--- config.mk ---
export PLATFORM = sky130hd
export DESIGN_NAME = blf_core
export DESIGN_NICKNAME = d
export VERILOG_FILES = /design/src/logic/blf_pkg.sv /design/src/logic/blf_core.sv /design/src/logic/blf_sync.sv
export VERILOG_INCLUDE_DIRS = /design/src /design/src/logic
export SDC_FILE = /design/constraint.sdc
export NUM_CORES = 1
export LEC_CHECK = 0
export BUFFER_PORTS_ARGS = -buffer_cell sky130_fd_sc_hd__buf_2
export CORE_MARGIN = 3
export CORE_UTILIZATION = 45
export DETAILED_ROUTE_END_ITERATION = 8
export GPL_ROUTABILITY_DRIVEN = 0
export MAX_ROUTING_LAYER = met4
export SETUP_SLACK_MARGIN = 0.15
export SYNTH_ARGS = -nofsm -noshare
export SYNTH_HDL_FRONTEND = slang
export SYNTH_SLANG_ARGS = --single-unit
--- constraint.sdc ---
create_clock -name mclk -period 4.05 [get_ports mclk]
set_input_delay 0 -clock mclk [delete_from_list [all_inputs] [get_ports mclk]]
set_output_delay 0 -clock mclk [all_outputs]
set_load 0.03 [all_outputs]
--- src/logic/blf_cfg.svh ---
// Register offsets, field positions, reset values and timing counts of the backlight control logic.
`ifndef BLF_CFG_SVH
`define BLF_CFG_SVH

// ----------------------------------------------------------------------------
// Register offsets
// ----------------------------------------------------------------------------
`define BLF_OFS_ENABLE     8'h10
`define BLF_OFS_BRT_CTRL   8'h11
`define BLF_OFS_BOOST      8'h13
`define BLF_OFS_AF_HIGH    8'h15
`define BLF_OFS_AF_LOW     8'h16
`define BLF_OFS_REDUCE     8'h17
`define BLF_OFS_BRT_LO     8'h18
`define BLF_OFS_BRT_HI     8'h19
`define BLF_OFS_SHDN       8'h1e
`define BLF_OFS_FLAGS      8'h1f

// ----------------------------------------------------------------------------
// Field positions
// ----------------------------------------------------------------------------
`define BLF_EN_DEV_BIT     0
`define BLF_POL_BIT        0
`define BLF_FREQ_BIT       5
`define BLF_OVP_SEL_LO     2
`define BLF_FLAG_OVP_BIT   0
`define BLF_FLAG_SHORT_BIT 3
`define BLF_FLAG_OPEN_BIT  4
`define BLF_SHDN_OVP_BIT   0

// ----------------------------------------------------------------------------
// Reset values
// ----------------------------------------------------------------------------
`define BLF_RST_BYTE       8'h00
`define BLF_RST_CODE       11'h000

// ----------------------------------------------------------------------------
// Timing
// ----------------------------------------------------------------------------
`define BLF_CLK_MHZ        40
`define BLF_OVP_TIME_US    1000
`define BLF_OVP_CYCLES     (`BLF_OVP_TIME_US * `BLF_CLK_MHZ)
`define BLF_REDUCE_TIME_US 50
`define BLF_REDUCE_CYCLES  (`BLF_REDUCE_TIME_US * `BLF_CLK_MHZ)
`define BLF_OPEN_EVENTS    2'd3

`endif

--- src/logic/blf_pkg.sv ---
// Types shared by the backlight control logic.
package blf_pkg;

   // Boost switching frequency chosen for the analogue stage.
   typedef enum logic [1:0] {
      BLF_FREQ_250K = 2'b00,
      BLF_FREQ_500K = 2'b01,
      BLF_FREQ_1M   = 2'b10
   } blf_freq_e;

   // Boost switching state of the overvoltage guard.
   typedef enum logic {
      BLF_BOOST_RUN  = 1'b0,
      BLF_BOOST_HOLD = 1'b1
   } blf_boost_e;

   // One register access from the serial front end.
   typedef struct packed {
      logic       wr;
      logic       rd;
      logic [7:0] addr;
      logic [7:0] wdata;
   } blf_reg_req_s;

   // Comparator and pin levels from the analogue side.
   typedef struct packed {
      logic       reduce_pin;
      logic       ovp_over;
      logic       ovp_below_hyst;
      logic [2:0] sink_low;
      logic [2:0] short_low;
   } blf_sense_s;

endpackage

--- src/logic/blf_core.sv ---
// Frequency selection, backlight reduce and string fault logic of a three-string backlight driver.
`timescale 1ns/1ps
`include "blf_cfg.svh"
module blf_core
#(
   parameter int OVP_CYCLES = `BLF_OVP_CYCLES,   // Overvoltage duration before flagging.
   parameter int CNT_W      = 17                 // Width of the duration counter.
)
(
   input  wire logic                mclk,
   input  wire logic                rst_b,
   input  wire blf_pkg::blf_reg_req_s reg_req,
   input  wire blf_pkg::blf_sense_s sense_async,
   output logic [7:0]               reg_rdata_q,
   output logic [10:0]              mapper_code_q,
   output blf_pkg::blf_freq_e       freq_sel_q,
   output logic [1:0]               ovp_thr_sel_q,
   output logic                     boost_switch_q,
   output logic                     device_on_q,
   output logic [2:0]               string_en_q
);
   import blf_pkg::*;

   // ----------------------------------------------------------------------------
   // Declarations
   // ----------------------------------------------------------------------------
   // The override lands one cycle after the synchronised pin. The assertion window is therefore a few cycles,
   // clipped to the 50 us allowance so that a slower clock cannot make it looser than permitted.
   localparam int REDUCE_MAX = (`BLF_REDUCE_CYCLES < 4) ? `BLF_REDUCE_CYCLES : 4;
   blf_sense_s  s;                                      // Synchronised analogue levels.
   logic [7:0]  en_q, en_d;                             // Function enable register.
   logic [7:0]  brt_ctrl_q, brt_ctrl_d;                 // Brightness control register.
   logic [7:0]  boost_q, boost_d;                       // Boost control register.
   logic [7:0]  af_hi_q, af_hi_d;                       // Auto frequency high threshold.
   logic [7:0]  af_lo_q, af_lo_d;                       // Auto frequency low threshold.
   logic [7:0]  reduce_q, reduce_d;                     // Reduced brightness target.
   logic [7:0]  brt_lo_q, brt_lo_d;                     // Brightness low bits staging.
   logic [7:0]  shdn_q, shdn_d;                         // Fault shutdown enable.
   logic [7:0]  flags_q, flags_d;                       // Latched fault flags.
   logic [10:0] code_q, code_d;                         // Active brightness code.
   logic [10:0] mapper_d;                               // Code presented to the mapper.
   logic [7:0]  rdata_d;                                // Read data.
   blf_freq_e   freq_d;                                 // Next switching frequency.
   blf_boost_e  bst_q, bst_d;                           // Boost guard state.
   logic [CNT_W-1:0] dur_q, dur_d;                      // Overvoltage duration counter.
   logic [1:0]  occ_q, occ_d;                           // Overvoltage occurrences with low sink.
   logic        over_q;                                 // Overvoltage level one cycle ago.
   logic        lock_q, lock_d;                         // Re-enable lockout.
   logic        dev_on_d;                               // Next device enable.
   logic        boost_sw_d;                             // Next boost switching enable.
   logic        wr_en, wr_brt, wr_hi, rd_flags;         // Decoded accesses.
   logic        reduce_act, over, any_low, short_hit;   // Qualified conditions.
   logic        over_rise, dur_hit, occ_hit, shut_evt;  // Fault events.
   logic [7:0]  set_v;                                  // Flag set vector.

   // ----------------------------------------------------------------------------
   // Input synchronisers
   // ----------------------------------------------------------------------------
   blf_sync #(.W($bits(blf_sense_s))) u_sync
   (
      .mclk  (mclk),
      .rst_b (rst_b),
      .d     (sense_async),
      .q     (s)
   );

   // ----------------------------------------------------------------------------
   // Register decode and next values
   // ----------------------------------------------------------------------------
   // Decode the access, apply writes, and work out the fault events.
   always_comb
   begin
      wr_en    = reg_req.wr && (reg_req.addr == `BLF_OFS_ENABLE);
      wr_brt   = reg_req.wr && (reg_req.addr == `BLF_OFS_BRT_CTRL);
      wr_hi    = reg_req.wr && (reg_req.addr == `BLF_OFS_BRT_HI);
      rd_flags = reg_req.rd && (reg_req.addr == `BLF_OFS_FLAGS);
      // Faults are judged only while the device runs.
      over      = s.ovp_over && device_on_q;
      any_low   = |(s.sink_low & string_en_q);
      short_hit = device_on_q && |(s.short_low & string_en_q);
      over_rise = over && !over_q;
      dur_hit   = over && (dur_q == CNT_W'(OVP_CYCLES));
      occ_hit   = over_rise && any_low && (occ_q == (`BLF_OPEN_EVENTS - 2'd1));
      set_v = 8'h00;
      set_v[`BLF_FLAG_OVP_BIT]   = dur_hit || occ_hit;
      set_v[`BLF_FLAG_OPEN_BIT]  = occ_hit || (dur_hit && any_low);
      set_v[`BLF_FLAG_SHORT_BIT] = short_hit;
      // Reading clears, but a flag raised in the same cycle survives.
      flags_d = (rd_flags ? 8'h00 : flags_q) | set_v;
      // Either overvoltage or open flag may stop the device.
      shut_evt = shdn_q[`BLF_SHDN_OVP_BIT] &&
                 (set_v[`BLF_FLAG_OVP_BIT] || set_v[`BLF_FLAG_OPEN_BIT]);
      lock_d   = shut_evt || (lock_q && !rd_flags);
      // Plain register writes.
      en_d       = wr_en ? {4'h0, reg_req.wdata[3:0]} : en_q;
      brt_ctrl_d = wr_brt ? reg_req.wdata : brt_ctrl_q;
      // Turning the device on restores the default polarity.
      if (wr_en && reg_req.wdata[`BLF_EN_DEV_BIT] && !en_q[`BLF_EN_DEV_BIT])
      begin
         brt_ctrl_d[`BLF_POL_BIT] = 1'b0;
      end
      // While locked out the enable bit cannot be set.
      if (lock_d)
      begin
         en_d[`BLF_EN_DEV_BIT] = 1'b0;
      end
      boost_d  = (reg_req.wr && reg_req.addr == `BLF_OFS_BOOST)   ? reg_req.wdata : boost_q;
      af_hi_d  = (reg_req.wr && reg_req.addr == `BLF_OFS_AF_HIGH) ? reg_req.wdata : af_hi_q;
      af_lo_d  = (reg_req.wr && reg_req.addr == `BLF_OFS_AF_LOW)  ? reg_req.wdata : af_lo_q;
      reduce_d = (reg_req.wr && reg_req.addr == `BLF_OFS_REDUCE)  ? reg_req.wdata : reduce_q;
      brt_lo_d = (reg_req.wr && reg_req.addr == `BLF_OFS_BRT_LO)  ? reg_req.wdata : brt_lo_q;
      shdn_d   = (reg_req.wr && reg_req.addr == `BLF_OFS_SHDN)    ? reg_req.wdata : shdn_q;
      // The low bits only take effect together with the high byte.
      code_d = wr_hi ? {reg_req.wdata, brt_lo_q[2:0]} : code_q;
      dev_on_d = en_d[`BLF_EN_DEV_BIT];
   end

   // Read mux; reserved and unmapped addresses read as zero.
   always_comb
   begin
      rdata_d = reg_rdata_q;
      if (reg_req.rd)
      begin
         unique case (reg_req.addr)
            `BLF_OFS_ENABLE:   rdata_d = en_q;
            `BLF_OFS_BRT_CTRL: rdata_d = brt_ctrl_q;
            `BLF_OFS_BOOST:    rdata_d = boost_q;
            `BLF_OFS_AF_HIGH:  rdata_d = af_hi_q;
            `BLF_OFS_AF_LOW:   rdata_d = af_lo_q;
            `BLF_OFS_REDUCE:   rdata_d = reduce_q;
            `BLF_OFS_BRT_LO:   rdata_d = {5'h00, brt_lo_q[2:0]};
            `BLF_OFS_BRT_HI:   rdata_d = code_q[10:3];
            `BLF_OFS_SHDN:     rdata_d = shdn_q;
            `BLF_OFS_FLAGS:    rdata_d = flags_q;
            default:           rdata_d = 8'h00;
         endcase
      end
   end

   // ----------------------------------------------------------------------------
   // Brightness path and frequency choice
   // ----------------------------------------------------------------------------
   // The reduce override is applied in one cycle, far inside the allowed latency.
   always_comb
   begin
      reduce_act = s.reduce_pin ^ brt_ctrl_q[`BLF_POL_BIT];
      mapper_d   = code_q;
      if (reduce_act && ({reduce_q, 3'b000} < code_q))
      begin
         mapper_d = {reduce_q, 3'b000};
      end
      // Thresholds are compared with the stored MSBs, not the reduced code.
      if ((af_hi_q == 8'h00) && (af_lo_q == 8'h00))
      begin
         freq_d = boost_q[`BLF_FREQ_BIT] ? BLF_FREQ_1M : BLF_FREQ_500K;
      end
      else if (code_q[10:3] >= af_hi_q)
      begin
         freq_d = BLF_FREQ_1M;
      end
      else if (code_q[10:3] >= af_lo_q)
      begin
         freq_d = BLF_FREQ_500K;
      end
      else
      begin
         freq_d = BLF_FREQ_250K;
      end
   end

   // ----------------------------------------------------------------------------
   // Overvoltage guard
   // ----------------------------------------------------------------------------
   // Switching stops on overvoltage and resumes once the output is a hysteresis below.
   always_comb
   begin
      bst_d = bst_q;
      unique case (bst_q)
         BLF_BOOST_RUN:  if (over) bst_d = BLF_BOOST_HOLD;
         BLF_BOOST_HOLD: if (s.ovp_below_hyst) bst_d = BLF_BOOST_RUN;
      endcase
      boost_sw_d = dev_on_d && (bst_d == BLF_BOOST_RUN);
      // Saturate so a long fault does not wrap and flag again.
      dur_d = !over ? '0 : ((dur_q > CNT_W'(OVP_CYCLES)) ? dur_q : dur_q + 1'b1);
      // Occurrences are forgotten when the host collects the flags.
      occ_d = occ_q;
      if (rd_flags || occ_hit)
      begin
         occ_d = 2'd0;
      end
      else if (over_rise && any_low)
      begin
         occ_d = occ_q + 2'd1;
      end
   end

   // ----------------------------------------------------------------------------
   // State registers
   // ----------------------------------------------------------------------------
   always_ff @(posedge mclk or negedge rst_b)
   begin
      if (!rst_b)
      begin
         en_q <= `BLF_RST_BYTE;  brt_ctrl_q <= `BLF_RST_BYTE;  boost_q <= `BLF_RST_BYTE;
         af_hi_q <= `BLF_RST_BYTE;  af_lo_q <= `BLF_RST_BYTE;  reduce_q <= `BLF_RST_BYTE;
         brt_lo_q <= `BLF_RST_BYTE;  shdn_q <= `BLF_RST_BYTE;  flags_q <= `BLF_RST_BYTE;
         code_q <= `BLF_RST_CODE;  mapper_code_q <= `BLF_RST_CODE;  reg_rdata_q <= `BLF_RST_BYTE;
         freq_sel_q <= BLF_FREQ_500K;  bst_q <= BLF_BOOST_RUN;  dur_q <= '0;  occ_q <= 2'd0;
         over_q <= 1'b0;  lock_q <= 1'b0;  device_on_q <= 1'b0;  boost_switch_q <= 1'b0;
         string_en_q <= 3'b000;  ovp_thr_sel_q <= 2'b00;
      end
      else
      begin
         en_q <= en_d;  brt_ctrl_q <= brt_ctrl_d;  boost_q <= boost_d;
         af_hi_q <= af_hi_d;  af_lo_q <= af_lo_d;  reduce_q <= reduce_d;
         brt_lo_q <= brt_lo_d;  shdn_q <= shdn_d;  flags_q <= flags_d;
         code_q <= code_d;  mapper_code_q <= mapper_d;  reg_rdata_q <= rdata_d;
         freq_sel_q <= freq_d;  bst_q <= bst_d;  dur_q <= dur_d;  occ_q <= occ_d;
         over_q <= over;  lock_q <= lock_d;  device_on_q <= dev_on_d;  boost_switch_q <= boost_sw_d;
         string_en_q <= en_d[3:1];
         ovp_thr_sel_q <= boost_d[`BLF_OVP_SEL_LO +: 2];
      end
   end
endmodule // blf_core

--- src/logic/blf_sync.sv ---
// Two-stage synchroniser bank for asynchronous levels.
`timescale 1ns/1ps
module blf_sync
#(
   parameter int W = 1
)
(
   input  wire logic         mclk,
   input  wire logic         rst_b,
   input  wire logic [W-1:0] d,
   output logic      [W-1:0] q
);
   // ----------------------------------------------------------------------------
   // One pair of flops per bit
   // ----------------------------------------------------------------------------
   genvar i;
   generate
      for (i = 0; i < W; i++)
      begin : g_bit
         logic meta_q;   // First stage, read only by the second stage.
         logic sync_q;   // Second stage, safe to use.
         // The first flop may go metastable; only the second one is exported.
         always_ff @(posedge mclk or negedge rst_b)
         begin
            if (!rst_b)
            begin
               meta_q <= 1'b0;
               sync_q <= 1'b0;
            end
            else
            begin
               meta_q <= d[i];
               sync_q <= meta_q;
            end
         end
         assign q[i] = sync_q;
      end
   endgenerate
endmodule // blf_sync

# After elaboration in Yosys (flattened, before gate mapping)
# Cells that the tools add are included.
dict set report totals {
  inputBits 29
  elab_cells 123
  ff_bits 140
}
dict set report op_classes {
  bitwise 6
  muxes 19
  eq_ne 13
  addsub 2
  n_lt_le_gt_ge 4
  reduce_logical 38
}
# op count
set ops {}
lappend ops {{8-bit by 5-bit equality test with 1-bit output (second input constant)} 10}
lappend ops {{8-bit one-hot mux with 10 select lines} 1}
lappend ops {{17-bit two-way mux} 2}
lappend ops {{1-bit logical AND} 24}
lappend ops {{17-bit by 1-bit adder with 17-bit output (second input constant)} 1}
lappend ops {{17-bit by 16-bit equality test with 1-bit output (second input constant)} 1}
lappend ops {{17-bit by 16-bit > comparator with 1-bit output (second input constant)} 1}
lappend ops {{8-bit greater-or-equal comparator} 2}
lappend ops {{8-bit zero test} 2}
lappend ops {{11-bit < comparator} 1}
lappend ops {{11-bit two-way mux} 1}
lappend ops {{2-bit two-way mux} 5}
lappend ops {{4-bit two-way mux} 2}
lappend ops {{8-bit two-way mux} 1}
lappend ops {{8-bit by 5-bit bitwise OR with 8-bit output} 1}
lappend ops {{3-bit AND} 2}
lappend ops {{1-bit two-way mux} 6}
lappend ops {{3-bit OR reduction} 2}
lappend ops {{1-bit logical OR} 5}
lappend ops {{2-bit nonzero test} 2}
lappend ops {{1-bit zero test} 3}
lappend ops {{2-bit by 1-bit adder with 2-bit output (second input constant)} 1}
lappend ops {{2-bit equality test (second input constant)} 1}
lappend ops {{2-bit inequality test (second input constant)} 1}
lappend ops {{other kinds (3)} 4}

# Logic depth before layout (Yosys ltp)
# Gate-level depths: netlist of run 1.
dict set report logic_depth {
  word_depth 10
  depth_mapped 8
  depth_no_buf 7
}

# Cells and area by module
# A second synthesis of run 1 with hierarchy kept.
dict set report unflattened {
  cells_unflattened 561
  hier_area_um2 6378.6
}
# mod seq_area_each_um2 area_per_inst_um2 n_inst cells_per_inst
set modules_own_cells {}
lappend modules_own_cells {blf_core 2829.0 5860.6 1 534}
lappend modules_own_cells {blf_sync 450.4 518.0 1 27}

# Worst setup path before layout of run 1
# OpenSTA, ideal clock, no wires.
dict set report synth_path {
  path_kind {register to register}
  startpoint {register code_q[6]}
  endpoint {register mapper_code_q[3]}
  setup_ns 0.125
  setup_slack_ns 1.935
  path_stages_with_launch 9
  required_ns 3.925
  arrival_ns 1.990
  cell_sequence {dfrtp_1 > inv_1 > ha_1 > a21o_1 > a21oi_1 > a31oi_1 > a31oi_1 > clkbuf_1 > mux2_2}
}
dict set report synth_via {
  elab_chain_len 3
}
# item line
set synth_lines {}
lappend synth_lines {{start, declared} blf_core.sv:40} ;# logic [10:0] code_q, code_d;
lappend synth_lines {{start signal, assigned} blf_core.sv:207} ;# code_q <= `BLF_RST_CODE; mapper_code_q <= `BLF_RST_CODE; reg_rdata_q <= `BLF_RST_BYTE;
lappend synth_lines {{start signal, assigned} blf_core.sv:217} ;# code_q <= code_d; mapper_code_q <= mapper_d; reg_rdata_q <= rdata_d;
lappend synth_lines {{11-bit < comparator} blf_core.sv:148} ;# if (reduce_act && ({reduce_q, 3'b000} < code_q))
lappend synth_lines {{1-bit logical AND} blf_core.sv:148}
lappend synth_lines {{11-bit two-way mux} blf_core.sv:148}
lappend synth_lines {{named net mapper_d[3]} blf_core.sv:41} ;# logic [10:0] mapper_d;
lappend synth_lines {{end signal, assigned} blf_core.sv:207}
lappend synth_lines {{end signal, assigned} blf_core.sv:217}
lappend synth_lines {{end, declared} blf_core.sv:15} ;# output logic [10:0] mapper_code_q,
# The timed path passes the listed nets, and every way through them passes these cells.
# A chain may end at the register's enable or synchronous reset.

# Worst setup path in the final report of run 1
dict set report layout_path {
  startpoint {register code_q[6]}
  endpoint {register mapper_code_q[10]}
}
# The elaborated chain is that of the path after synthesis.

==> results of run 1 <==
==> kinds of logic (layout without fill, tap and decap cells) <==
kind of cell | Yosys count | count (layout)
adders and majority gates | 27 | 27
buffers and inverters | 61 | 147
xor gates and xnor gates | 1 | 1
DFF | 131 | 131
and+or+nand+nor | 152 | 152
muxes | 90 | 90
AOI/OAI and AO/OA | 112 | 112
==> how the worst max path moves through the flow <==
stage	from	endpoint	slack (ns)	depth (start not counted)
2_1_floorplan	code_q[6]$_DFFE_PN0P_	mapper_code_q[3]$_DFF_PN0_	1.94	8
3_3_place_gp	code_q[6]$_DFFE_PN0P_	mapper_code_q[9]$_DFF_PN0_	1.67	8
3_5_place_dp	code_q[6]$_DFFE_PN0P_	mapper_code_q[10]$_DFF_PN0_	1.65	8
4_1_cts	code_q[6]$_DFFE_PN0P_	mapper_code_q[10]$_DFF_PN0_	1.62	8
5_1_grt	code_q[6]$_DFFE_PN0P_	mapper_code_q[10]$_DFF_PN0_	1.50	8
6_report	code_q[6]$_DFFE_PN0P_	mapper_code_q[10]$_DFF_PN0_	1.64	8
==> metrics by stage <==
step / cells / hold WS [ns] / cell area [µm²]
CTS: 840 / 0.148 / 7720
floorplan: 574 / -0.296 / 6540
global placement: 790 / 0.109 / 6960
detailed placement: 790 / 0.110 / 6960
finish: 840 / 0.181 / 7720
global route: 840 / 0.185 / 7720
==> state kept, by name, indices dropped and copies added, names as in the netlist, 9 cells and up <==
signal / flops
mapper_code_q: 11
u_sync.g_bit.sync_q: 9
u_sync.g_bit.meta_q: 9
dur_q: 17
code_q: 11
==> cells in the final DEF, fill, tap and decap left out, types with 4 or more instances in the layout <==
cell,Yosys,routed
sky130_fd_sc_hd__clkbuf_16,0,17
sky130_fd_sc_hd__mux2i_1,14,14
sky130_fd_sc_hd__dlygate4sd3_1,0,19
sky130_fd_sc_hd__inv_1,35,35
sky130_fd_sc_hd__buf_2,3,55
sky130_fd_sc_hd__a22oi_1,5,5
sky130_fd_sc_hd__nor2b_1,8,8
sky130_fd_sc_hd__nor3_1,9,9
sky130_fd_sc_hd__o22ai_1,4,4
sky130_fd_sc_hd__a21o_1,6,6
sky130_fd_sc_hd__and3_1,11,11
sky130_fd_sc_hd__nand3_1,17,17
sky130_fd_sc_hd__mux2_2,75,75
sky130_fd_sc_hd__o211ai_1,4,4
sky130_fd_sc_hd__o2bb2ai_1,5,5
sky130_fd_sc_hd__buf_4,2,6
sky130_fd_sc_hd__nand2_1,40,40
sky130_fd_sc_hd__nor4_1,4,4
sky130_fd_sc_hd__a21oi_1,29,29
sky130_fd_sc_hd__nand2b_1,5,5
sky130_fd_sc_hd__o21ai_0,24,24
sky130_fd_sc_hd__a2111o_1,11,11
sky130_fd_sc_hd__and4_1,6,6
sky130_fd_sc_hd__nand4_1,9,9
sky130_fd_sc_hd__dfrtp_1,130,130
sky130_fd_sc_hd__nor2_1,21,21
sky130_fd_sc_hd__ha_1,27,27
sky130_fd_sc_hd__a211oi_1,7,7
==> power by group <==
| part | internal [µW] | switching [µW] | total (µW) |
|---|---|---|---|
| clock | 918 | 565 | 1480 |
| combinational | 122 | 173 | 295 |
| sequential | 1360 | 44.2 | 1410 |
==> worst reg2reg max path, delay by kind of cell, from the launching register on <==
kind                     cells  cell delay [ns]
AO/OA/AOI/OAI                4             0.88
buffers and inverters        2             0.34
flip-flops                   1             0.44
multiplexers                 1             0.35
adder cells (fa/ha/maj)      1             0.28
==> layer usage <==
layer	part of all wire [%]	vias up
met5	0	-
met4	1.6	0
met3	4.8	18
met2	50	144
met1	43	2377
li1	-	2260
==> area by class of cell <==
class                   count  share of cell area [%]
well taps                 180                    2.92
clock buffers              19                    5.73
repair buffers             80                    6.61
flip-flops and latches    131                    42.5
clock inverters            12                    1.72
inverters                  36                    1.75
multi-input cells         382                    38.8
==> repair_timing <==
action / CTS / global route
resized for setup: 0 / 0
endpoints found under the hold margin: 135 / 0
hold buffers: 19 / 0
setup endpoints to repair: 0 / 0
==> metrics list, run 1 <==
- The synthesized netlist devotes 5.16% of its cell area to adder and majority cells.
- The detail route stage leaves a number of antenna-violating nets equal to 0.
- Outcome: finished clean
* Worst Hold Class: in -> reg
- H-tree levels: 4
* Hold path depth: 3
- For met1 alone, demand over resource in global routing was 27.8%.
* MaxCap Viol Count: 0
- For this design the top-level I/O count stands at 57.
* IO buf count: 56
* Worst slew margin: between 30% and 40%
- Fin. Hold Viols: 0
- Critical path endpoint category: flop
- Setup repair after global routing left no endpoint under its margin.
- The worst path uses between 50% and 60% of the clock period.
- Longest individual stage delay on the worst path: between 0.4 and 0.5 ns
* Smallest setup slack after layout: around 1.6 ns
* Ratio of total power to cell area: 413 mW/mm²
- In the final layout, flip-flops and latches occupy 0.00328 mm².
- Summing every instance area after synthesis gives 0.00654 mm².
* R2R setup slack: about 1.6 ns
* Power after layout: 3190 µW
- CTS clock-pin slew for the worst setup and hold paths: roughly 0.060 ns
- 0 antenna diodes ended up in the layout.
- The worst register-to-register path ends at mapper_code_q[10]$_DFF_PN0_.
* Leakage power figure: 0.00368 µW
- Vias after detailed routing: about 4800
- Drt via density: about 5.7
* Dominant cell type by area after synthesis: sky130_fd_sc_hd__dfrtp_1
* Overflow after GRT: 0
- Clock latency on the worst-skew pair, taken at its later pin, is 0.42 ns.
* Worst Hold Launch: reg_req[17]
* Xor/xnor cell area share of the yosys netlist: 0.134%
- Sequential share of the synthesized area: 50.1%
- At the worst endpoint, the required time is 4.35 ns.
- Critical path type: reg -> reg
- Most frequent CP cell: sky130_fd_sc_hd__a31oi_1
* Height of the chip: 127 µm
- Initial Utilization: 46.6%
- The total area inside the core boundary comes to approximately 0.014 mm².
- Dominant combinational cell family by area after synthesis: multiplexers
- Data arrival time of the critical path: ~2.7 ns
- In the global route stage, met2 resource usage came out at 36.3%.
* Multiplexer share of the synthesized area: between 15 and 20%
- Number of register bits inferred by synthesis: 131
- Clock period minus worst slack: 2.41 ns
* Remaining routing DRC violations: 0
- Share of the core filled with cells in the final layout: 55.0%
* Overall fraction of global-route tracks in use: 22.4%
- Max Clock Skew: ~0.010 ns
- The path with the worst hold slack has its endpoint at af_hi_q[2]$_DFFE_PN0P_.
- A synthesized cell averages 11.4 µm².
* Master of the slowest instance on the critical path: sky130_fd_sc_hd__a31oi_1
- Share of final-layout standard cells stronger than drive strength 1: 27.7%
- CTS tree: yes
* Antenna violations before repair: 0
- After synthesis, the share of flip-flops with an asynchronous set or reset is 100%.
- Number of design-rule violations left by the first detailed-router iteration: 292
- The number of nets in the synthesized netlist is 630.
- Count of buffers added by post-CTS timing repair for setup: 0
- Clock Sink Count: 131
- Yosys instantiated no cell more often than sky130_fd_sc_hd__dfrtp_1.
- The count of pins over their slew limit came to 0.
- Total wire length after detailed routing: between 15000 and 20000 µm
- Number of nets in the final layout: 704
- CP max FO: 7
- The longest clock path from root to sink contains 2 buffers.
* Die X-Extent: around 130 µm
- Share of the synthesized area in the top cell type: 49.7%
- Maximum ir drop on the vdd rail: 0.000318 V
- Synth Area in Compound Gates: 11.7%
- Count of unique library cells instantiated by Yosys: 61
* Pre-CTS setup slack: roughly 1.6 ns
- Half-perimeter wire length after detailed placement: 11500 µm
- Setup violations remaining at the end of the flow were counted as 0.
- GR met3 Demand/Resource: 5.01%
- Counting the fill cells in the layout gives 1188.
* Area overhead of the layout relative to synthesis: 18.1%
- Via count of the first global-routing pass: 4990
- Source of the worst register-to-register timing path: code_q[6]$_DFFE_PN0P_
* Basic-gate share of the synthesized area counting and, or, nand and nor cells: 13.4%
- Kind of cell adding the most delay to the critical path: compound AO/OA/AOI/OAI gates
* Top FF cell, synth: sky130_fd_sc_hd__dfrtp_1
* First-pass iteration count of the detailed router: 5
* Num CTS Buffers: 17
* Number of synthesized flops with an enable pin: 0
- met2 is the most crowded layer.
- The commonest cells after synthesis are 130 x sky130_fd_sc_hd__dfrtp_1, 75 x sky130_fd_sc_hd__mux2_2, 40 x sky130_fd_sc_hd__nand2_1, 35 x sky130_fd_sc_hd__inv_1, 29 x sky130_fd_sc_hd__a21oi_1.
- Row cnt: 43
- At the pin with the least slew margin, the transition time is 0.924 ns.
- Cells taking the most area after synthesis: sky130_fd_sc_hd__dfrtp_1 50%, sky130_fd_sc_hd__mux2_2 13%, sky130_fd_sc_hd__ha_1 5.2%
- After technology mapping, the gate count stands at about 570.
* Critical path buffers and inverters: 2
* Pin count of the biggest net entering global routing: 71
- Area of the multi-input gates: 0.00300 mm²
* Register-to-Register Path Depth: 8
* Total negative slack for setup checks: 0 ns
* Routed length per placed instance: 19.4 µm
- YS warnings: 0
- Global-route wire length before repair: 26900 µm
- CTS Root Cell: sky130_fd_sc_hd__clkbuf_16
- The critical path goes through inv_1, ha_1, a21o_1, a21oi_1, a31oi_1, a31oi_1, buf_4, mux2_2.
- The worst setup path is launched from a flop.
- Based on the critical path, the design can be clocked at up to 0.414 GHz.
- Die area: approximately 0.016 mm²
Power figures use the tool's default switching activity.
==> run 2, diff against run 1 <==
PLACE_DENSITY = 0.65   (was unset)
clock period = 2.13 ns   (was 4.05 ns; I/O delays follow)
==> run 2 against run 1 <==
Wire length rose by 0.20%. Die area did not move. Register-to-register slack got worse by 1.5 ns. Sequential share of layout area fell by 1.9 points. Critical path type unchanged. Largest power group unchanged.
==> metrics list, run 2 (synthesis gave the netlist of run 1 again) <==
- Total negative slack for setup checks: 0 ns (unchanged)
- Row cnt: 43 (unchanged)
* CTS Root Cell: sky130_fd_sc_hd__clkbuf_16
* Register with the highest flop count: dur_q
- RSZ-0062 raised after global routing: true
- The overall global routing resource usage came to 21.5% (-0.90 points).
- Antenna violations before repair: 0 (unchanged)
- The register-to-register setup slack was 0.16 ns (-1.48 ns).
- Routed Antenna Nets: 0 (unchanged)
* Data arrival time of the critical path: 2.27 ns (-0.45 ns)
- Area overhead of the layout relative to synthesis: 23.5%
- Worst Hold Class: in -> async
* Kind of cell adding the most delay to the critical path: compound AO/OA/AOI/OAI gates
- The flip-flop count of the largest register after layout came to 17 (unchanged).
- Largest registers: dur_q: 17 flops, code_q: 11 flops, mapper_code_q: 11 flops
* Critical Path Source Type: flop
- The run finished with clean final reports.
* Die area: 0.0160 mm² (unchanged)
- Power after layout: 6170 µW (+93%)
- Post-detailed-placement cell area: 0.00713 mm² (+2.4%)
* Longest individual stage delay on the worst path: 0.41 ns (-0.06 ns)
* CTS tree: yes
- Num CTS Buffers: 17 (unchanged)
- Insertion delay to the later sink of the worst-skew pair: 0.42 ns (about the same)
- Fin. Hold Viols: 0 (unchanged)
- Half-perimeter wire length after detailed placement: 11500 µm (-0.23%)
- The minimum clock period came to 1.97 ns (-0.440 ns).
* Core ar.: 0.0140 mm² (unchanged)
- CP max FO: 5 (-2)
* H-tree levels: 4 (unchanged)
- The highest clock frequency the design can meet was 0.507 GHz (+22%).
- The reported max-cap violation count is 0 (unchanged).
- Cell area after layout: 0.00808 mm² (+4.6%)
* Count of inserted antenna diode cells: 0 (unchanged)
* Pin count of the biggest net entering global routing: 67 (-5.6%)
* Overflow after GRT: 0 (unchanged)
- CTS clock-pin slew for the worst setup and hold paths: 0.06 ns (about the same)
- Global-route wire length before repair: 26000 µm (-3.6%)
- Critical path buffers and inverters: 1 (-1)
- The minimum setup slack in the final design came to 0.157 ns (-1.48 ns).
* Drt via density: 5.73 (+0.22%)
* Pre-CTS setup slack: -0.0139 ns (-1.66 ns)
- Pins over their slew limit: 0 (unchanged)
* Worst slew margin: 53.2% (+15 points)
- Ratio of total power to cell area: 763 mW/mm² (+85%)
* Number of nets in the final layout: 735 (+4.4%)
- Max Clock Skew: 0.0115 ns (+0.00147 ns)
- Final setup violation count: 0 (unchanged)
* Leading cell type in the layout, fill and taps excluded: sky130_fd_sc_hd__dfrtp_1
- The worst ir drop on vdd came to 0.000710 V (+120%).
* Commonest cells after routing, fill and taps aside: 130 x sky130_fd_sc_hd__dfrtp_1, 67 x sky130_fd_sc_hd__mux2_2, 55 x sky130_fd_sc_hd__buf_2
- The worst path required time is 2.43 ns (-1.92 ns).
- Most frequent CP cell: sky130_fd_sc_hd__a31oi_1
- The worst setup path is of the reg -> reg kind.
* Remaining routing DRC violations: 0 (unchanged)
- Number of gates on the worst path with buffers counted: 7 (-1)
- The via count of the first global-routing pass was 5003 (+0.26%).
- Share of the core filled with cells in the final layout: 57.5% (+2.5 points)
- Master of the slowest instance on the critical path: sky130_fd_sc_hd__dfrtp_1
- Register-to-Register Path Depth: 7 (-1)
- Worst flop-to-flop path endpoint: mapper_code_q[3]$_DFF_PN0_
- Source of the worst register-to-register timing path: reduce_q[4]$_DFFE_PN0P_
- The number of ports placed on the die boundary came to 57 (unchanged).
- Initial Utilization: 46.6% (unchanged)
- The final routed wire length divided by cell count is 18.8 µm (-3.5%).
- The initial DRC count is 327 (+12%).
* Leakage power figure: 0.00389 µW (+5.9%)
* Crit-path cells: ha_1, and3_1, o211ai_1, a31oi_1, a31oi_1, buf_4, mux2_4
- Period utilisation layout: 92.6% (+33 points)
- The floorplan die height was 127 µm (unchanged).
- Tightest Pin Transition: 0.701 ns (-0.224 ns)
* IO buf count: 56 (unchanged)
- The width of the die came to 127 µm (unchanged).
- Clock Sink Count: 131 (unchanged)
- Total wire length after detailed routing: 16400 µm (+0.20%)
- Vias after detailed routing: 4993 (+4.0%)
* Capturing element of the worst setup path: mapper_code_q[3]$_DFF_PN0_
- STA classifies the critical path endpoint as a flop.
- Buffers from clock root to sink, at most: 2 (unchanged)
* Worst setup path startpoint: reduce_q[4]$_DFFE_PN0P_
- The number of detailed-route iterations in the first pass is 5 (unchanged).
- Share of final-layout standard cells stronger than drive strength 1: 32.2% (+4.5 points)
==> run 2: worst register-to-register path, cell delays in order, from the launching register on <==
cell                       delay, ns
sky130_fd_sc_hd__dfrtp_1        0.41
sky130_fd_sc_hd__ha_1           0.32
sky130_fd_sc_hd__and3_1         0.19
sky130_fd_sc_hd__o211ai_1       0.11
sky130_fd_sc_hd__a31oi_1        0.12
sky130_fd_sc_hd__a31oi_1        0.19
sky130_fd_sc_hd__buf_4          0.21
sky130_fd_sc_hd__mux2_4         0.31
==> run 2: worst min path at each step <==
stage / slack (ns) / startpoint / cells past startpoint / end
3_5_place_dp: -0.03 / rst_b / 1 / mapper_code_q[9]$_DFF_PN0_
2_1_floorplan: -0.30 / rst_b / 0 / af_hi_q[0]$_DFFE_PN0P_
5_1_grt: 0.1 / rst_b / 2 / mapper_code_q[9]$_DFF_PN0_
3_3_place_gp: -0.03 / rst_b / 1 / mapper_code_q[10]$_DFF_PN0_
6_report: 0.07 / rst_b / 2 / reduce_q[5]$_DFFE_PN0P_
4_1_cts: 0.07 / rst_b / 2 / reduce_q[5]$_DFFE_PN0P_
==> run 2: routing by layer <==
metal	track usage (%)	vias to the layer above	part of all wire, %
met4	7.95	0	2.3
met3	5.60	30	5.7
met2	35.0	159	51
met1	25.8	2481	41
li1	-	2323	-
met5	-	-	0
==> run 2: cell type report <==
cell class	count	area (µm²)
Sequential cell	131	3280
Clock inverter	14	154
Fill cell	1159	5960
Clock buffer	18	429
Tap cell	180	225
Multi-Input combinational cell	383	3110
Timing Repair Buffer	110	748
Inverter	36	135
==> run 2: timing repair <==
action	4_1_cts	5_1_grt
setup endpoints to repair	23	23
buffers inserted	2	6
endpoints found under the hold margin	164	0
gates resized for setup	7	16
hold buffers	19	0
pin swaps	2	6
cloned	0	2
==> run 2: metrics by stage <==
step           cells  hold WS (ns)
2_1_floorplan    574        -0.296
3_3_place_gp     811       -0.0337
3_5_place_dp     811       -0.0274
4_1_cts          864        0.0701
5_1_grt          872        0.0993
6_report         872        0.0692
==> run 2: power breakdown <==
group / switching [µW] / leakage (µW) / internal (µW) / total (µW)
Sequential: 74.8 / 0.00171 / 2590 / 2670
Combinational: 347 / 0.00190 / 274 / 620
Clock: 1140 / 0.000278 / 1740 / 2880
Total: 1560 / 0.00389 / 4600 / 6170
==> run 3, diff against run 2 <==
CORE_MARGIN = 4   (was 3)
PLACE_DENSITY = 0.66   (was 0.65)
SYNTH_HIERARCHICAL = 1   (was unset)
==> run 3 against run 2 <==
The run now ends with setup timing left. Global-route usage grew 0.47 points. Sequential share of layout area shrank 1.2 points. Clock skew shrank 0.0025 ns. Setup slack lost 0.31 ns. Worst hold slack lost 0.013 ns. Clock power grew 4%. Sequential power is essentially flat. Register-to-register slack lost 0.31 ns. First-iteration DRC count grew 5.2%. Die area grew 0.76%. Final cell count grew 0.69%. Combinational power grew 6.9%. Critical endpoint is now mapper_code_q[6]$_DFF_PN0_.
==> metrics list, run 3 <==
* Met2 demand-to-capacity share in global routing: 33.5% (-1.5 points)
- Top FF cell, synth: sky130_fd_sc_hd__dfrtp_1
- CP max FO: 5 (unchanged)
- The synthesized design spends more area on one cell type than any other, namely sky130_fd_sc_hd__dfrtp_1.
- Initial Utilization: 46.0% (-0.64 points)
- dur_q holds more flip-flops than any other register.
* Row cnt: 43 (unchanged)
* Longest individual stage delay on the worst path: 0.42 ns (about the same)
- Master of the slowest instance on the critical path: sky130_fd_sc_hd__dfrtp_1
- The sequential area share after synthesis was 51.4% (+1.3 points).
- The number of I/O port buffers came to 56 (unchanged).
* Number of nets in the final layout: 739 (+0.54%)
- Dominant combinational cell family by area after synthesis: multiplexers
- Data arrival time of the critical path: 2.58 ns (+0.31 ns)
* CTS Root Cell: sky130_fd_sc_hd__clkbuf_16
* Clock period minus worst slack: 2.28 ns (+0.308 ns)
- Most used standard cell by instance count after synthesis: sky130_fd_sc_hd__dfrtp_1
* Number of register bits inferred by synthesis: 131 (unchanged)
* Adder and majority cell fraction of the synthesized area: 5.30% (+0.13 points)
- Via count of the first global-routing pass: 5060 (+1.1%)
- Hold path depth: 3
- In this run the critical register-to-register path is captured at mapper_code_q[6]$_DFF_PN0_.
- Leaving out fill and tap cells, the most frequent cells in the layout are 130 x sky130_fd_sc_hd__dfrtp_1, 56 x sky130_fd_sc_hd__mux2_2, 55 x sky130_fd_sc_hd__buf_2.
- MaxCap Viol Count: 0 (unchanged)
- The checks that failed: setup timing.
- Overall fraction of global-route tracks in use: 22.0% (+0.47 points)
- Routed length per placed instance: 18.9 µm (+0.71%)
- STA classifies the critical path startpoint as a flop.
- Async set-reset flop share out of synthesis: 100% (unchanged)
- Clock Sink Count: 131 (unchanged)
* Crit-path cells: ha_4, and3_4, a221oi_4, a21oi_2, a2111oi_4, buf_6, mux2_4
* Outcome: complete, but fails checks
- The highest clock frequency the design can meet is 0.438 GHz (-13%).
- The count of pins over their slew limit is 0 (unchanged).
- Pre-CTS setup slack: -0.105 ns (-0.0911 ns)
* Half-perimeter wire length after detailed placement: 11400 µm (-0.17%)
- The overall power came to 6320 µW (+2.5%).
* Leading cell type in the layout, fill and taps excluded: sky130_fd_sc_hd__dfrtp_1
* Drt via density: 5.61 (-2.1%)
- The area fraction in and, or, nand and nor cells after synthesis was 12.2% (-1.2 points).
- The full die area came to 0.0161 mm² (+0.76%).
* Vias after detailed routing: 4924 (-1.4%)
- The initial DRC count is 344 (+5.2%).
- Register-to-Register Path Depth: 7 (unchanged)
- Smallest setup slack after layout: -0.151 ns (-0.308 ns)
- Kind of cell adding the most delay to the critical path: compound AO/OA/AOI/OAI gates
* Source of the worst register-to-register timing path: reduce_q[4]$_DFFE_PN0P_
- Commonest cells in the synthesized netlist: 130 x sky130_fd_sc_hd__dfrtp_1, 64 x sky130_fd_sc_hd__mux2_2, 35 x sky130_fd_sc_hd__inv_1, 32 x sky130_fd_sc_hd__nand2_1
- The final worst-path cycle share was 107% (+14 points).
* Area overhead of the layout relative to synthesis: 30.6%
- The buffering stage count on the worst path with inverters included was 1 (unchanged).
- CTS clock-pin slew for the worst setup and hold paths: 0.06 ns (about the same)
- Die X-Extent: 127 µm (+0.38%)
- The synthesized instance count was 561 (-2.3%).
- Largest registers: dur_q: 17 flops, code_q: 11 flops, mapper_code_q: 11 flops
- The post-synthesis compound-gate area fraction was 12.4% (+0.65 points).
* Share of the core filled with cells in the final layout: 60.0% (+2.5 points)
- The DRC violation count after routing came to 0 (unchanged).
- Tightest Pin Transition: 0.679 ns (-0.0213 ns)
- Overflow after GRT: 0 (unchanged)
* Worst Hold Class: in -> reg
- Max reg flops: 17 (unchanged)
- The routing usage on met1 is 29.1% (+3.3 points).
- Fin. Hold Viols: 0 (unchanged)
- The critical path is of the reg -> reg type.
* Ratio of total power to cell area: 759 mW/mm² (-0.62%)
* Number of synthesized flops with an enable pin: 0 (unchanged)
- Number of gates on the worst path with buffers counted: 7 (unchanged)
* CTS tree: yes
- Total wire length after detailed routing: 16600 µm (+1.4%)
- The mean cell area of the mapped netlist is 11.4 µm² (-0.25%).
- Height of the chip: 127 µm (+0.38%)
* First-pass iteration count of the detailed router: 4 (-1)
* Synthesized cell area: 0.00638 mm² (-2.5%)
- The worst-case clock buffer depth came to 2 (unchanged).
* Insertion delay to the later sink of the worst-skew pair: 0.42 ns (about the same)
* Num CTS Buffers: 17 (unchanged)
- Critical path endpoint category: flop
- The number of warning messages in the yosys log is 6 (+6).
- The share of post-route cells with drive strength above 1 came to 37.1% (+4.8 points).
- The portion of synthesized cell area occupied by the leading cell type is 51.0% (+1.3 points).
- The global routing stage identified its most utilized layer as met2.
- Count of unique library cells instantiated by Yosys: 61 (unchanged)
* Antenna violations before repair: 2 (+2)
- Pin count of the biggest net entering global routing: 54 (-19%)
- # placed instances: 808 (-0.37%)
- Routed Antenna Nets: 0 (unchanged)
- RSZ-0062 raised after global routing: true
- Worst setup path startpoint: reduce_q[4]$_DFFE_PN0P_
- Xor/xnor cell area share of the yosys netlist: 0.275% (+0.14 points)
- The static leakage was 0.00395 µW (+1.5%).
- The relative slew slack came to 54.6% (+1.4 points).
- The maximum level of the CTS H-tree is 4 (unchanged).
- The worst ir drop on vdd came to 0.000625 V (-12%).
- The met3 demand-to-capacity share in global routing was 5.77% (+0.17 points).
- Max Clock Skew: 0.00899 ns (-0.00249 ns)
- Worst Hold Launch: reg_req[10]
* Final setup violation count: 9 (+9)
- Global-route wire length before repair: 26900 µm (+3.5%)
- Ports: 57 (unchanged)
* Multiplexer share of the synthesized area: 13.2% (-2.2 points)
* Number of standard cells in the final layout excluding fillers: 878 (+0.69%)
- Capturing element of the worst setup path: mapper_code_q[6]$_DFF_PN0_
* WP data required: 2.43 ns (about the same)
* Core ar.: 0.0139 mm² (-1.1%)
- R2R setup slack: -0.15 ns (-0.31 ns)
- Total negative slack for setup checks: -1.10 ns (-1.10 ns)
* Cells taking the most area after synthesis: sky130_fd_sc_hd__dfrtp_1 51%, sky130_fd_sc_hd__mux2_2 11%, sky130_fd_sc_hd__ha_1 5.3%
- The net count after synthesis was 617 (-2.1%).
[run 3: cells by family (layout without fill, tap and decap cells)]
kind of cell             count (synthesis)  count (layout)
AO/OA/AOI/OAI                          115             116
XOR/XNOR                                 2               2
adder cells (fa/ha/maj)                 27              27
buffers and inverters                   74             208
flip-flops                             131             131
multiplexers                            76              76
other                                    0               2
AND/OR/NAND/NOR                        136             136
[run 3: layout make-up]
class                           instances  area [µm²]
Clock buffer                           17         425
Multi-Input combinational cell        357        3020
Sequential cell                       131        3280
Timing Repair Buffer                  141        1060
Tap cell                              180         225
Inverter                               35         131
Fill cell                            1111        5550
Antenna cell                            2        5.00
Clock inverter                         15         180
[run 3: where the power goes]
part           internal, µW  switching, µW  total [µW]
Clock                  1850           1150        2990
Combinational           298            365         663
Sequential             2590           67.9        2660
Total                  4740           1580        6320
[run 3: worst min path at each step]
| stage | to | slack, ns |
|---|---|---|
| after floorplan | af_hi_q[0]$_DFFE_PN0P_ | -0.30 |
| after global placement | reg_rdata_q[7]$_DFFE_PN0P_ | -0.02 |
| after detailed placement | reg_rdata_q[7]$_DFFE_PN0P_ | -0.02 |
| after CTS | reg_rdata_q[4]$_DFFE_PN0P_ | 0.03 |
| after global routing | reg_rdata_q[4]$_DFFE_PN0P_ | 0.04 |
| final | reg_rdata_q[4]$_DFFE_PN0P_ | 0.06 |
[run 3: routing by layer]
layer | wire (µm) | up-vias
met3 | 855 | 30
met1 | 7340 | 2454
li1 | - | 2310
met4 | 328 | 0
met5 | 0 | -
met2 | 8060 | 130
[run 3: worst register-to-register path, stage by stage, from the launching register on]
cell	delay [ns]
sky130_fd_sc_hd__dfrtp_1	0.42
sky130_fd_sc_hd__ha_4	0.25
sky130_fd_sc_hd__and3_4	0.18
sky130_fd_sc_hd__a221oi_4	0.30
sky130_fd_sc_hd__a21oi_2	0.11
sky130_fd_sc_hd__a2111oi_4	0.39
sky130_fd_sc_hd__buf_6	0.20
sky130_fd_sc_hd__mux2_4	0.31
[run 3: timing repair]
item | in CTS | in global routing
pin swaps | 16 | 16
setup endpoints to repair | 26 | 31
gates resized for setup | 16 | 34
hold buffers | 20 | 0
gates cloned | 3 | 0
endpoints found under the hold margin | 178 | 0
setup buffers | 5 | 8
[run 3: per-stage QoR]
stage	cell area, µm²	hold slack (ns)
global route	8330	0.0417
finish	8330	0.0564
global placement	7150	-0.0243
detailed placement	7150	-0.0173
floorplan	6440	-0.296
CTS	8100	0.0328
